`src/core/adcst_pkg.sv`:
```
package adcst_pkg;
   // Register indices; byte address is four times the index
   localparam logic [31:0] OFS_SCAN0 = 32'hFFFF_F200;
   localparam logic [31:0] OFS_TIME0 = 32'hFFFF_F202;
   localparam logic [31:0] OFS_DET0 = 32'hFFFF_F204;
   localparam logic [31:0] OFS_RES0 = 32'hFFFF_F210;
   localparam logic [31:0] OFS_SCAN1 = 32'hFFFF_F240;
   localparam logic [31:0] OFS_TIME1 = 32'hFFFF_F242;
   localparam logic [31:0] OFS_DET1 = 32'hFFFF_F244;
   localparam logic [31:0] OFS_RES1 = 32'hFFFF_F250;
   localparam logic [31:0] OFS_TSEL_A = 32'hFFFF_F280;
   localparam logic [31:0] OFS_TSEL_B = 32'hFFFF_F288;
   localparam int IDX_W = 10;

   localparam logic [15:0] SCAN_RST = 16'h0000;
   localparam logic [15:0] TIME_RST = 16'h0000;
   localparam logic [15:0] DET_RST = 16'h0000;
   localparam logic [7:0] TSEL_RST = 8'h00;
   localparam logic [15:0] SCAN_WMASK = 16'h9FFF;
   localparam logic [15:0] TIME_WMASK = 16'h0700;
   localparam logic [15:0] DET_WMASK = 16'hFFFF;
   localparam logic [7:0] TSEL_A_WMASK = 8'hFF;
   localparam logic [7:0] TSEL_B_WMASK = 8'h33;

   localparam int CE_BIT = 15;
   localparam int CS_BIT = 14;
   localparam int MS_BIT = 12;
   localparam int PLM_BIT = 11;
   localparam int TRG_LSB = 8;
   localparam int SANI_LSB = 4;
   localparam int ANIS_LSB = 0;
   localparam int FR_LSB = 8;
   localparam int DETEN_BIT = 15;
   localparam int DETLH_BIT = 14;
   localparam int DETCH_LSB = 10;
   localparam int DETREF_LSB = 0;

   localparam logic [2:0] TRG_SW = 3'h0;
   localparam logic [2:0] TRG_EXT = 3'h1;
   localparam logic [2:0] TRG_TMR = 3'h2;

   // Busy reads low for six periods of fxx/2; sys_clk is fxx
   localparam int BUSY_LOW_HALF_PERIODS = 6;
   localparam int FXX_DIV = 2;
   localparam logic [8:0] BUSY_LOW_CYC = 9'(BUSY_LOW_HALF_PERIODS * FXX_DIV);
   localparam int SAR_BITS = 10;
   localparam logic [1:0] SAR_STEP_LAST = 2'h3;
   localparam logic [9:0] SAR_FIRST_TRIAL = 10'h200;
   localparam logic [3:0] SAR_STEPS = 4'hA;
   // Prohibited code 7 runs at the slowest rate
   localparam logic [8:0] CONV_CLK [0:7] = '{9'h158, 9'h0F8, 9'h0B0, 9'h080,
                                             9'h068, 9'h050, 9'h038, 9'h158};

   typedef enum logic [1:0] {
      ST_IDLE = 2'b00,
      ST_SAMP = 2'b01,
      ST_CONV = 2'b11
   } adcst_state_t;

   function automatic logic [15:0] adcst_merge16(input logic [15:0] old, input logic [15:0] wd,
                                                 input logic [1:0] strb, input logic [15:0] mask);
      logic [15:0] be;
      be = {{8{strb[1]}}, {8{strb[0]}}} & mask;
      return (old & ~be) | (wd & be);
   endfunction
endpackage

```
`src/core/adcst_rmem_if.sv`:
```
`timescale 1ns/1ps
interface adcst_rmem_if #(parameter int W = 10, parameter int D = 8);
   logic we;
   logic [$clog2(D)-1:0] waddr;
   logic [W-1:0] wdata;
   logic [$clog2(D)-1:0] raddr;
   logic [W-1:0] rdata;
   modport mem (input we, input waddr, input wdata, input raddr, output rdata);
   modport user (output we, output waddr, output wdata, output raddr, input rdata);
endinterface

```
`src/core/adcst_rmem.sv`:
```
`timescale 1ns/1ps
module adcst_rmem #(
   parameter int W = 10,
   parameter int D = 8
) (
   input wire logic sys_clk,   // System clock
   input wire logic rst_b,     // Async reset, active low
   adcst_rmem_if.mem port      // Write from sequencer, read from bus
);
   logic [W-1:0] mem_r [D];
   logic [W-1:0] rdata_r;

   always_ff @(posedge sys_clk or negedge rst_b) begin
      if (!rst_b) begin
         for (int i = 0; i < D; i++) begin
            mem_r[i] <= '0;
         end
         rdata_r <= '0;
      end else begin
         if (port.we) begin
            mem_r[port.waddr] <= port.wdata;
         end
         rdata_r <= mem_r[port.raddr];
      end
   end

   assign port.rdata = rdata_r;
endmodule

```
`src/core/adcst_trig_sel.sv`:
```
`timescale 1ns/1ps
module adcst_trig_sel (
   input wire logic [2:0] grp_sel,   // Source group for this converter
   input wire logic cmp_alt,         // Second compare of first timer pair
   input wire logic ovf_alt,         // Second overflow source
   input wire logic [1:0] sel_b,     // Choice within second compare pair
   input wire logic [1:0] sel_c,     // Choice within third compare pair
   input wire logic [5:0] cmp_evt,   // Timer compare event pulses
   input wire logic [1:0] ovf_evt,   // Timer overflow event pulses
   output logic trig                 // Selected trigger pulse
);
   logic a_cmp;
   logic a_ovf;
   logic b_evt;
   logic c_evt;

   assign a_cmp = cmp_alt ? cmp_evt[3] : cmp_evt[0];
   assign a_ovf = ovf_alt ? ovf_evt[1] : ovf_evt[0];
   assign b_evt = sel_b[1] ? (cmp_evt[1] | cmp_evt[2]) : (sel_b[0] ? cmp_evt[2] : cmp_evt[1]);
   assign c_evt = sel_c[1] ? (cmp_evt[4] | cmp_evt[5]) : (sel_c[0] ? cmp_evt[5] : cmp_evt[4]);

   always_comb begin
      case (grp_sel)
         3'h0: trig = a_cmp;
         3'h1: trig = a_ovf;
         3'h2, 3'h3: trig = a_cmp | a_ovf;
         3'h4: trig = b_evt;
         3'h5: trig = c_evt;
         default: trig = a_cmp | a_ovf | b_evt | c_evt;
      endcase
   end
endmodule

```
`src/core/adcst_top.sv`:
```
// Notes on behaviour
// - Timer mode uses events chosen by selectors
// - Scan control written as word or bytes
// - Scan control write mid-conversion restarts sequence if enable stays set
// - Bit 14 reads converter operating status
// - Busy low twelve clocks after each start
// - Bits 6..4 give scan first channel
// - Low bits give single or last channel
// - Time register bits 10..8 writable, all other bits read-only
// - Time register write terminates running conversion
// - Time code sets clocks per conversion
// - Detection compares result with reference value
// - Detection register write terminates running conversion
// - Detection register written as word or bytes
// - Four trigger modes supported
// - Result stored per channel, interrupt at end
// - Result reads have upper six bits zero
//
// Local design decision: the APB slave port.
`timescale 1ns/1ps
module adcst_top
   import adcst_pkg::*;
#(
   parameter int CONV0_NCH = 6,
   parameter int CONV1_NCH = 8
) (
   input wire logic sys_clk,                   // System clock, 25 MHz
   input wire logic rst_b,                     // Async reset, active low
   input wire logic psel,                      // APB select
   input wire logic penable,                   // APB enable
   input wire logic pwrite,                    // APB direction
   input wire logic [11:0] paddr,              // APB byte address
   input wire logic [31:0] pwdata,             // APB write data
   input wire logic [3:0] pstrb,               // APB byte strobes
   output logic [31:0] prdata,                 // APB read data
   output logic pready,                        // APB ready
   output logic pslverr,                       // APB error on unmapped address
   input wire logic [5:0] timer_compare_event, // Compare pulses, same clock
   input wire logic [1:0] timer_overflow_event,// Overflow pulses, same clock
   input wire logic [1:0] ext_trig_pin,        // External trigger pins
   input wire logic [1:0] ana_cmp_in,          // Comparator: input at or above DAC
   output logic [1:0][2:0] ana_ch_sel,         // Multiplexer channel per converter
   output logic [1:0] ana_sample,              // Sample-hold tracking
   output logic [1:0][9:0] dac_code,           // DAC trial code
   output logic [1:0] conversion_done_irq,     // Sequence end pulse
   output logic [1:0] voltage_detect_irq       // Detection hit pulse
);
   localparam logic [IDX_W-1:0] I_SCAN0 = OFS_SCAN0[IDX_W-1:0];
   localparam logic [IDX_W-1:0] I_SCAN1 = OFS_SCAN1[IDX_W-1:0];
   localparam logic [IDX_W-1:0] I_TIME0 = OFS_TIME0[IDX_W-1:0];
   localparam logic [IDX_W-1:0] I_TIME1 = OFS_TIME1[IDX_W-1:0];
   localparam logic [IDX_W-1:0] I_DET0 = OFS_DET0[IDX_W-1:0];
   localparam logic [IDX_W-1:0] I_DET1 = OFS_DET1[IDX_W-1:0];
   localparam logic [IDX_W-1:0] I_RES0 = OFS_RES0[IDX_W-1:0];
   localparam logic [IDX_W-1:0] I_RES1 = OFS_RES1[IDX_W-1:0];
   localparam logic [IDX_W-1:0] I_TSA = OFS_TSEL_A[IDX_W-1:0];
   localparam logic [IDX_W-1:0] I_TSB = OFS_TSEL_B[IDX_W-1:0];

   logic [15:0] scan_r [2];
   logic [15:0] time_r [2];
   logic [15:0] det_r [2];
   logic [15:0] scan_nxt [2];
   logic [7:0] tsel_a_r;
   logic [7:0] tsel_b_r;
   logic [1:0] wr_scan;
   logic [1:0] wr_time;
   logic [1:0] wr_det;
   logic [1:0] busy;
   logic [9:0] res_rd [2];
   logic [31:0] prdata_r;
   logic ack_r;

   wire [IDX_W-1:0] idx = paddr[11:2];
   wire hit_scan0 = (idx == I_SCAN0);
   wire hit_scan1 = (idx == I_SCAN1);
   wire hit_time0 = (idx == I_TIME0);
   wire hit_time1 = (idx == I_TIME1);
   wire hit_det0 = (idx == I_DET0);
   wire hit_det1 = (idx == I_DET1);
   wire hit_tsa = (idx == I_TSA);
   wire hit_tsb = (idx == I_TSB);
   wire hit_res0 = (idx[9:4] == I_RES0[9:4]) && !idx[0] && (32'(idx[3:1]) < CONV0_NCH);
   wire hit_res1 = (idx[9:4] == I_RES1[9:4]) && !idx[0] && (32'(idx[3:1]) < CONV1_NCH);
   wire hit_any = hit_scan0 | hit_scan1 | hit_time0 | hit_time1 | hit_det0 | hit_det1 |
                  hit_tsa | hit_tsb | hit_res0 | hit_res1;
   wire wr_ok = pready && pwrite && hit_any;

   // One wait state so result memory reads can be registered
   assign pready = psel & penable & ack_r;
   assign pslverr = pready & ~hit_any;
   assign prdata = prdata_r;

   assign wr_scan = {wr_ok & hit_scan1, wr_ok & hit_scan0};
   assign wr_time = {wr_ok & hit_time1, wr_ok & hit_time0};
   assign wr_det = {wr_ok & hit_det1, wr_ok & hit_det0};
   assign scan_nxt[0] = adcst_merge16(scan_r[0], pwdata[15:0], pstrb[1:0], SCAN_WMASK);
   assign scan_nxt[1] = adcst_merge16(scan_r[1], pwdata[15:0], pstrb[1:0], SCAN_WMASK);

   always_ff @(posedge sys_clk or negedge rst_b) begin
      if (!rst_b) begin
         ack_r <= 1'b0;
      end else begin
         ack_r <= psel & penable & ~ack_r;
      end
   end

   always_ff @(posedge sys_clk or negedge rst_b) begin
      if (!rst_b) begin
         scan_r[0] <= SCAN_RST;
         scan_r[1] <= SCAN_RST;
         time_r[0] <= TIME_RST;
         time_r[1] <= TIME_RST;
         det_r[0] <= DET_RST;
         det_r[1] <= DET_RST;
         tsel_a_r <= TSEL_RST;
         tsel_b_r <= TSEL_RST;
      end else begin
         for (int g = 0; g < 2; g++) begin
            if (wr_scan[g]) begin
               scan_r[g] <= scan_nxt[g];
            end
            if (wr_time[g]) begin
               time_r[g] <= adcst_merge16(time_r[g], pwdata[15:0], pstrb[1:0], TIME_WMASK);
            end
            if (wr_det[g]) begin
               det_r[g] <= adcst_merge16(det_r[g], pwdata[15:0], pstrb[1:0], DET_WMASK);
            end
         end
         if (wr_ok && hit_tsa && pstrb[0]) begin
            tsel_a_r <= pwdata[7:0] & TSEL_A_WMASK;
         end
         if (wr_ok && hit_tsb && pstrb[0]) begin
            tsel_b_r <= pwdata[7:0] & TSEL_B_WMASK;
         end
      end
   end

   logic [15:0] rd_mux;
   always_comb begin
      if (hit_scan0) begin
         rd_mux = {scan_r[0][15], busy[0], scan_r[0][13:0]};
      end else if (hit_scan1) begin
         rd_mux = {scan_r[1][15], busy[1], scan_r[1][13:0]};
      end else if (hit_time0) begin
         rd_mux = time_r[0];
      end else if (hit_time1) begin
         rd_mux = time_r[1];
      end else if (hit_det0) begin
         rd_mux = det_r[0];
      end else if (hit_det1) begin
         rd_mux = det_r[1];
      end else if (hit_tsa) begin
         rd_mux = {8'h00, tsel_a_r};
      end else if (hit_tsb) begin
         rd_mux = {8'h00, tsel_b_r};
      end else if (hit_res0) begin
         rd_mux = {6'h00, res_rd[0]};
      end else if (hit_res1) begin
         rd_mux = {6'h00, res_rd[1]};
      end else begin
         rd_mux = 16'h0000;
      end
   end

   always_ff @(posedge sys_clk or negedge rst_b) begin
      if (!rst_b) begin
         prdata_r <= 32'h0000_0000;
      end else if (psel && penable && !ack_r) begin
         prdata_r <= {16'h0000, rd_mux};
      end
   end

   for (genvar g = 0; g < 2; g++) begin : g_conv
      adcst_rmem_if #(.W(SAR_BITS), .D(8)) rmem_bus ();
      adcst_state_t st_r;
      adcst_state_t st_nxt;
      logic [2:0] ch_r, ch_nxt;
      logic [8:0] cyc_r, cyc_nxt;
      logic [9:0] sar_r, sar_nxt;
      logic [3:0] left_r, left_nxt;
      logic [1:0] step_r, step_nxt;
      logic ext_s1, ext_s2, ext_s3, cmp_s1, cmp_s2;
      logic tmr_trig, start_evt, done, last_conv, restart, abort, det_hit;
      logic done_irq_r, det_irq_r;
      logic [3:0] pos;

      wire ce = scan_r[g][CE_BIT];
      wire sel_mode = scan_r[g][MS_BIT];
      wire plm = scan_r[g][PLM_BIT];
      wire [2:0] trg = scan_r[g][TRG_LSB +: 3];
      wire [2:0] first_sc = scan_r[g][SANI_LSB +: 3];
      wire [2:0] last_ch = scan_r[g][ANIS_LSB +: 3];
      wire [2:0] first_ch = sel_mode ? last_ch : first_sc;
      wire [8:0] conv_len = CONV_CLK[time_r[g][FR_LSB +: 3]];
      wire ext_edge = ext_s2 & ~ext_s3;
      wire nxt_ce = scan_nxt[g][CE_BIT];
      wire nxt_sw = !scan_nxt[g][PLM_BIT] && (scan_nxt[g][TRG_LSB +: 3] == TRG_SW);

      adcst_trig_sel u_tsel (
         .grp_sel(tsel_a_r[4*g+1 +: 3]),
         .cmp_alt(tsel_a_r[0]),
         .ovf_alt(tsel_a_r[4]),
         .sel_b(tsel_b_r[1:0]),
         .sel_c(tsel_b_r[5:4]),
         .cmp_evt(timer_compare_event),
         .ovf_evt(timer_overflow_event),
         .trig(tmr_trig)
      );

      adcst_rmem #(.W(SAR_BITS), .D(8)) u_rmem (
         .sys_clk(sys_clk),
         .rst_b(rst_b),
         .port(rmem_bus.mem)
      );

      // Polling repeats on its own; timer and pin modes wait for their event
      assign start_evt = ce && (plm ? 1'b1 :
                                (trg == TRG_TMR) ? tmr_trig :
                                (trg == TRG_EXT) ? ext_edge : 1'b0);
      // A scan control write with enable set restarts a running sequence; in software mode it also starts from idle
      assign restart = wr_scan[g] && nxt_ce && ((st_r != ST_IDLE) || nxt_sw);
      assign abort = (wr_scan[g] && !nxt_ce) || wr_time[g] || wr_det[g];
      assign pos = left_r - 4'h1;
      assign last_conv = sel_mode || (ch_r >= last_ch);
      assign busy[g] = (st_r == ST_CONV);

      always_comb begin
         st_nxt = st_r;
         ch_nxt = ch_r;
         cyc_nxt = cyc_r;
         sar_nxt = sar_r;
         left_nxt = left_r;
         step_nxt = step_r;
         done = 1'b0;
         case (st_r)
            ST_IDLE: begin
               if (start_evt) begin
                  st_nxt = ST_SAMP;
                  ch_nxt = first_ch;
                  cyc_nxt = 9'h000;
               end
            end
            ST_SAMP: begin
               cyc_nxt = cyc_r + 9'h001;
               if (cyc_r == BUSY_LOW_CYC - 9'h001) begin
                  st_nxt = ST_CONV;
                  sar_nxt = SAR_FIRST_TRIAL;
                  left_nxt = SAR_STEPS;
                  step_nxt = 2'h0;
               end
            end
            ST_CONV: begin
               cyc_nxt = cyc_r + 9'h001;
               step_nxt = step_r + 2'h1;
               if (step_r == SAR_STEP_LAST && left_r != 4'h0) begin
                  if (!cmp_s2) begin
                     sar_nxt[pos] = 1'b0;
                  end
                  if (pos != 4'h0) begin
                     sar_nxt[pos - 4'h1] = 1'b1;
                  end
                  left_nxt = left_r - 4'h1;
               end
               if (cyc_r == conv_len - 9'h001) begin
                  done = 1'b1;
                  cyc_nxt = 9'h000;
                  if (last_conv) begin
                     st_nxt = ST_IDLE;
                  end else begin
                     st_nxt = ST_SAMP;
                     ch_nxt = ch_r + 3'h1;
                  end
               end
            end
            default: st_nxt = ST_IDLE;
         endcase
         if (restart) begin
            st_nxt = ST_SAMP;
            ch_nxt = scan_nxt[g][MS_BIT] ? scan_nxt[g][ANIS_LSB +: 3] : scan_nxt[g][SANI_LSB +: 3];
            cyc_nxt = 9'h000;
         end else if (abort) begin
            st_nxt = ST_IDLE;
            done = 1'b0;
         end
      end

      assign det_hit = det_r[g][DETEN_BIT] && (ch_r == det_r[g][DETCH_LSB +: 3]) &&
                       (det_r[g][DETLH_BIT] ? (sar_r > det_r[g][DETREF_LSB +: 10]) :
                                              (sar_r < det_r[g][DETREF_LSB +: 10]));

      assign rmem_bus.we = done;
      assign rmem_bus.waddr = ch_r;
      assign rmem_bus.wdata = sar_r;
      assign rmem_bus.raddr = idx[3:1];
      assign res_rd[g] = rmem_bus.rdata;

      always_ff @(posedge sys_clk or negedge rst_b) begin
         if (!rst_b) begin
            st_r <= ST_IDLE;
            ch_r <= 3'h0;
            cyc_r <= 9'h000;
            sar_r <= 10'h000;
            left_r <= 4'h0;
            step_r <= 2'h0;
            done_irq_r <= 1'b0;
            det_irq_r <= 1'b0;
         end else begin
            st_r <= st_nxt;
            ch_r <= ch_nxt;
            cyc_r <= cyc_nxt;
            sar_r <= sar_nxt;
            left_r <= left_nxt;
            step_r <= step_nxt;
            done_irq_r <= done && last_conv;
            det_irq_r <= done && det_hit;
         end
      end

      // Asynchronous pins, two flops deep
      always_ff @(posedge sys_clk or negedge rst_b) begin
         if (!rst_b) begin
            ext_s1 <= 1'b0;
            ext_s2 <= 1'b0;
            ext_s3 <= 1'b0;
            cmp_s1 <= 1'b0;
            cmp_s2 <= 1'b0;
         end else begin
            ext_s1 <= ext_trig_pin[g];
            ext_s2 <= ext_s1;
            ext_s3 <= ext_s2;
            cmp_s1 <= ana_cmp_in[g];
            cmp_s2 <= cmp_s1;
         end
      end

      assign ana_ch_sel[g] = ch_r;
      assign ana_sample[g] = (st_r == ST_SAMP);
      assign dac_code[g] = sar_r;
      assign conversion_done_irq[g] = done_irq_r;
      assign voltage_detect_irq[g] = det_irq_r;
   end
endmodule

```
`config.mk`:
```
export PLATFORM = sky130hd
export DESIGN_NAME = adcst_top
export DESIGN_NICKNAME = d
export VERILOG_FILES = /design/src/core/adcst_pkg.sv /design/src/core/adcst_rmem_if.sv /design/src/core/adcst_rmem.sv /design/src/core/adcst_trig_sel.sv /design/src/core/adcst_top.sv
export SDC_FILE = /design/constraint.sdc
export NUM_CORES = 1
export LEC_CHECK = 0
export ABC_AREA = 1
export BUFFER_PORTS_ARGS = -buffer_cell sky130_fd_sc_hd__buf_2
export CAP_MARGIN = 10
export CORE_AREA = 4 4 285 203
export DETAILED_ROUTE_END_ITERATION = 16
export DIE_AREA = 0 0 289 207
export GPL_TIMING_DRIVEN = 0
export PLACE_DENSITY = 0.48
export RECOVER_POWER = 100
export SYNTH_ARGS = -nofsm -noshare
export SYNTH_HDL_FRONTEND = slang
export SYNTH_SLANG_ARGS = --single-unit
```
`constraint.sdc`:
```
create_clock -name sys_clk -period 7.1 [get_ports sys_clk]
set_clock_uncertainty 0.1 [all_clocks]
set_input_delay 0.355 -clock sys_clk [delete_from_list [all_inputs] [get_ports sys_clk]]
set_output_delay 0.355 -clock sys_clk [all_outputs]
set_load 0.02 [all_outputs]
```
==> results.toml <==
[setup_path]
critPathLaunchType = "flop"
end_kind = "flop"
slowest_delay_ps = 580
cp_common_cell = "nand2_1"
cp_slowest_cell = "nor2_1"
worstPathArrival_ps = 4520
cp_max_fo = 10
worst_ep_required_time_ps = 7500
cp_cell_sequence = "inv_1 -> ha_1 -> nand2_1 -> nand2_1 -> ha_1 -> a21oi_1 -> o21ai_0 -> nor2_1 -> nand2_1 -> nor2_1 -> nand4_1 -> nor2_1 -> clkbuf_1 -> clkbuf_1 -> nand3_1 -> nand2_1"
crit_type = "flop to flop"

[flow_run]
max-cap-violations = 1

[cells_and_area]
final_layout_size_suffix_gt1_frac = 0.0652
n_fill_cell = 5793
nNetsFinal = 2794
syn2layout_area_growth_pct = 14.2
seq_area_um2 = 8730
multi_input_area_um2 = 8850

[synth]
syn_avg_cell_area_um2 = 7.59
yosysWarnings = 0
yosysSeqAreaShare = 0.457
synthDistinctLibCells = 49
async_reset_ff_frac = 1.00
ys_seq_elements = 349
syn_inst = 2514
synth_edf_count = 0
synth_flop_cell = "dfrtp_1"
synth.cell_area_um2 = 19100

[clock_tree]
cts_root_buffer = "clkbuf_16"
clockBufferDepth = 3
htreeDepth = 2
cts_setup_buffers = 0
ctsResizeCount = 0
numCtsBuffers = 39
path_clk_slew_ps = 60
hold_buffers = 7
cts_tree = "yes"
worstSkewPairLatency_ps = 570
cts_num_sinks = 349

[routing]
wl_um = 68900
num_vias = 17768
wire_per_inst_um = 20.0
drt_iter0_markers = 1709
drc = 0
viasPerCell = 5.17
firstDrtPassIters = 5
ant_nets = 0

[hold_path]
hold_class = "input port to flop"
hold_path.startpoint = "pwdata[8]"

[floorplanning]
rows = 72
dieHeight_um = 207
ios = 131
die_x_um = 289
die_area_um2 = 59800
core_area_um2 = 55000
start_util = 0.347

[grt]
track_usage = 0.227
antenna_found_initial = 5
grt-ovfl-total = 0
grt_max_degree = 112
grt_pass1_wl_um = 105000
grt_pass1_vias = 16896

[timing]
layout_setup_ws_ps = 2980
worst_slew_pin_slew_ps = 3070
fmax_mhz = 243
final-max-slew-violation-count = 109
min_period_over_period = 0.580
setup-tns-final_ps = 0
rsz0062_at_grt = "no"
setup_viol = 0
hold_viol_final = 0
period_needed_ps = 4120
relSlewSlack = -1.05

[placement]
place_congestion = 0.922
place_hpwl_um = 52800
pre_cts_ws_ps = 3610
io_buffer_count = 92

[run_status]
run_status = "complete, but fails checks"
failed_checks = "max-capacitance violations, max-slew violations"

[power_and_ir_drop]
vdd_drop_max_mv = 0.140
power_density_nw_per_um2 = 250
power_leakage_uw = 0.0108
==> cell families (layout without fill, tap and decap cells) <==
family | count (synthesis) | count (layout) | share of synthesized area
fa+ha+maj | 56 | 56 | 0.0367
simple gates | 1329 | 1329 | 0.295
mux | 8 | 8 | 0.00446
compound gates | 404 | 404 | 0.124
xor+xnor | 12 | 12 | 0.00550
flops | 349 | 349 | 0.457
other cells | 1 | 17 | 0.000196
buf+inv | 355 | 525 | 0.0760
==> final timing paths <==
check                                                               to  slack [ps]  cells after the start
worst max-delay path            g_conv[1].u_rmem.mem_r[39]$_DFFE_PN0P_        2980                     16
worst min-delay path                                              flop          30                      3
worst max register to register  g_conv[1].u_rmem.mem_r[39]$_DFFE_PN0P_        2980                     16
worst min register to register              g_conv[1].ext_s2$_DFF_PN0_         240                      0
max in group asynchronous                      tsel_a_r[0]$_DFFE_PN0P_        3520                      3
min in group asynchronous               g_conv[0].cyc_r[5]$_DFFE_PN0P_         110                      2
==> layer usage <==
layer / share of wire / global-route usage
met5: 0.00015 / 0
met4: 0.012 / 0.0366
met1: 0.51 / 0.371
met3: 0.075 / 0.0474
met2: 0.40 / 0.308
==> worst max-delay path: cells and delay by family (launching register included) <==
family	cells	cell delay (ps)
flops	1	450
buf+inv	3	1160
compound gates	2	240
simple gates	9	1570
fa+ha+maj	2	560
==> per-stage QoR <==
step,cell area [µm²],cells,hold WS (ps),utilization,total power [µW]
2_1_floorplan,19100,2529,-40.6,-,2930
3_3_place_gp,20500,3361,234,0.374,3340
3_5_place_dp,20700,3365,44.6,0.376,3350
4_1_cts,22000,3439,8.11,0.401,5500
5_1_grt,21800,3439,27.6,0.397,5720
6_report,21800,3440,25.3,0.397,5440
==> where the power goes <==
part / internal (µW) / switching (µW)
Combinational: 305 / 802
Clock: 1240 / 886
Sequential: 2090 / 115
==> cell type report <==
| class | instances | area share |
|---|---|---|
| multi-input combinational | 1825 | 0.406 |
| inverter | 223 | 0.0384 |
| clock buffer | 51 | 0.0506 |
| antenna | 1 | 0.000115 |
| buffer | 132 | 0.0269 |
| sequential | 349 | 0.401 |
| tap | 740 | 0.0425 |
| timing repair buffer | 103 | 0.0255 |
| clock inverter | 16 | 0.00958 |
==> synth_stat cells (3+ instances only) <==
library cell | n | share of area
nor4_1 | 3 | 0.00098
nor2_4 | 6 | 0.0035
nor2_1 | 185 | 0.036
o22ai_1 | 7 | 0.0023
nand2_1 | 789 | 0.16
a22oi_1 | 5 | 0.0020
o311ai_0 | 17 | 0.0078
mux2i_1 | 4 | 0.0021
dfrtp_1 | 349 | 0.46
nand4_1 | 25 | 0.0082
xnor2_1 | 4 | 0.0018
nand2_4 | 8 | 0.0047
ha_1 | 56 | 0.037
nor3_1 | 30 | 0.0079
o211ai_1 | 11 | 0.0043
a211oi_1 | 3 | 0.0012
inv_1 | 207 | 0.041
mux2_2 | 4 | 0.0024
a21oi_1 | 61 | 0.016
o31ai_1 | 8 | 0.0031
buf_1 | 13 | 0.0026
o21a_1 | 21 | 0.0083
a221oi_1 | 3 | 0.0014
nor2_2 | 10 | 0.0033
a31oi_1 | 3 | 0.00098
buf_4 | 22 | 0.0087
nand2_2 | 11 | 0.0036
nand3_1 | 243 | 0.064
clkbuf_1 | 89 | 0.017
nor3_2 | 4 | 0.0021
xor2_1 | 8 | 0.0037
or2_2 | 7 | 0.0023
buf_2 | 4 | 0.0010
nand3_2 | 4 | 0.0021
buf_6 | 4 | 0.0024
inv_2 | 14 | 0.0028
o21ai_0 | 225 | 0.059
o2111ai_1 | 29 | 0.013
==> cells in the final DEF (no fill, tap or decap), types with 4 or more instances in the layout <==
cell type	synthesis	layout
nand4_1	25	25
xor2_1	8	8
clkbuf_1	89	151
o22ai_1	7	7
dlygate4sd3_1	0	7
inv_2	14	11
nor2_2	10	7
xnor2_1	4	4
clkbuf_16	0	40
nor3_1	30	32
o211ai_1	11	11
o2111ai_1	29	29
buf_1	13	11
nor2_1	185	189
ha_1	56	56
bufinv_16	0	4
mux2i_1	4	4
clkinv_2	0	6
inv_1	207	210
o21a_1	21	21
o21ai_0	225	225
nor2_4	6	5
nand3_1	243	245
o311ai_0	17	17
buf_4	22	21
buf_2	4	45
dfrtp_1	349	349
a21oi_1	61	61
mux2_2	4	4
nand2_1	789	806
or2_2	7	7
conb_1	1	16
a22oi_1	5	5
clkbuf_8	0	6
o31ai_1	8	8
Note: power is estimated with default switching activity, not from simulation.
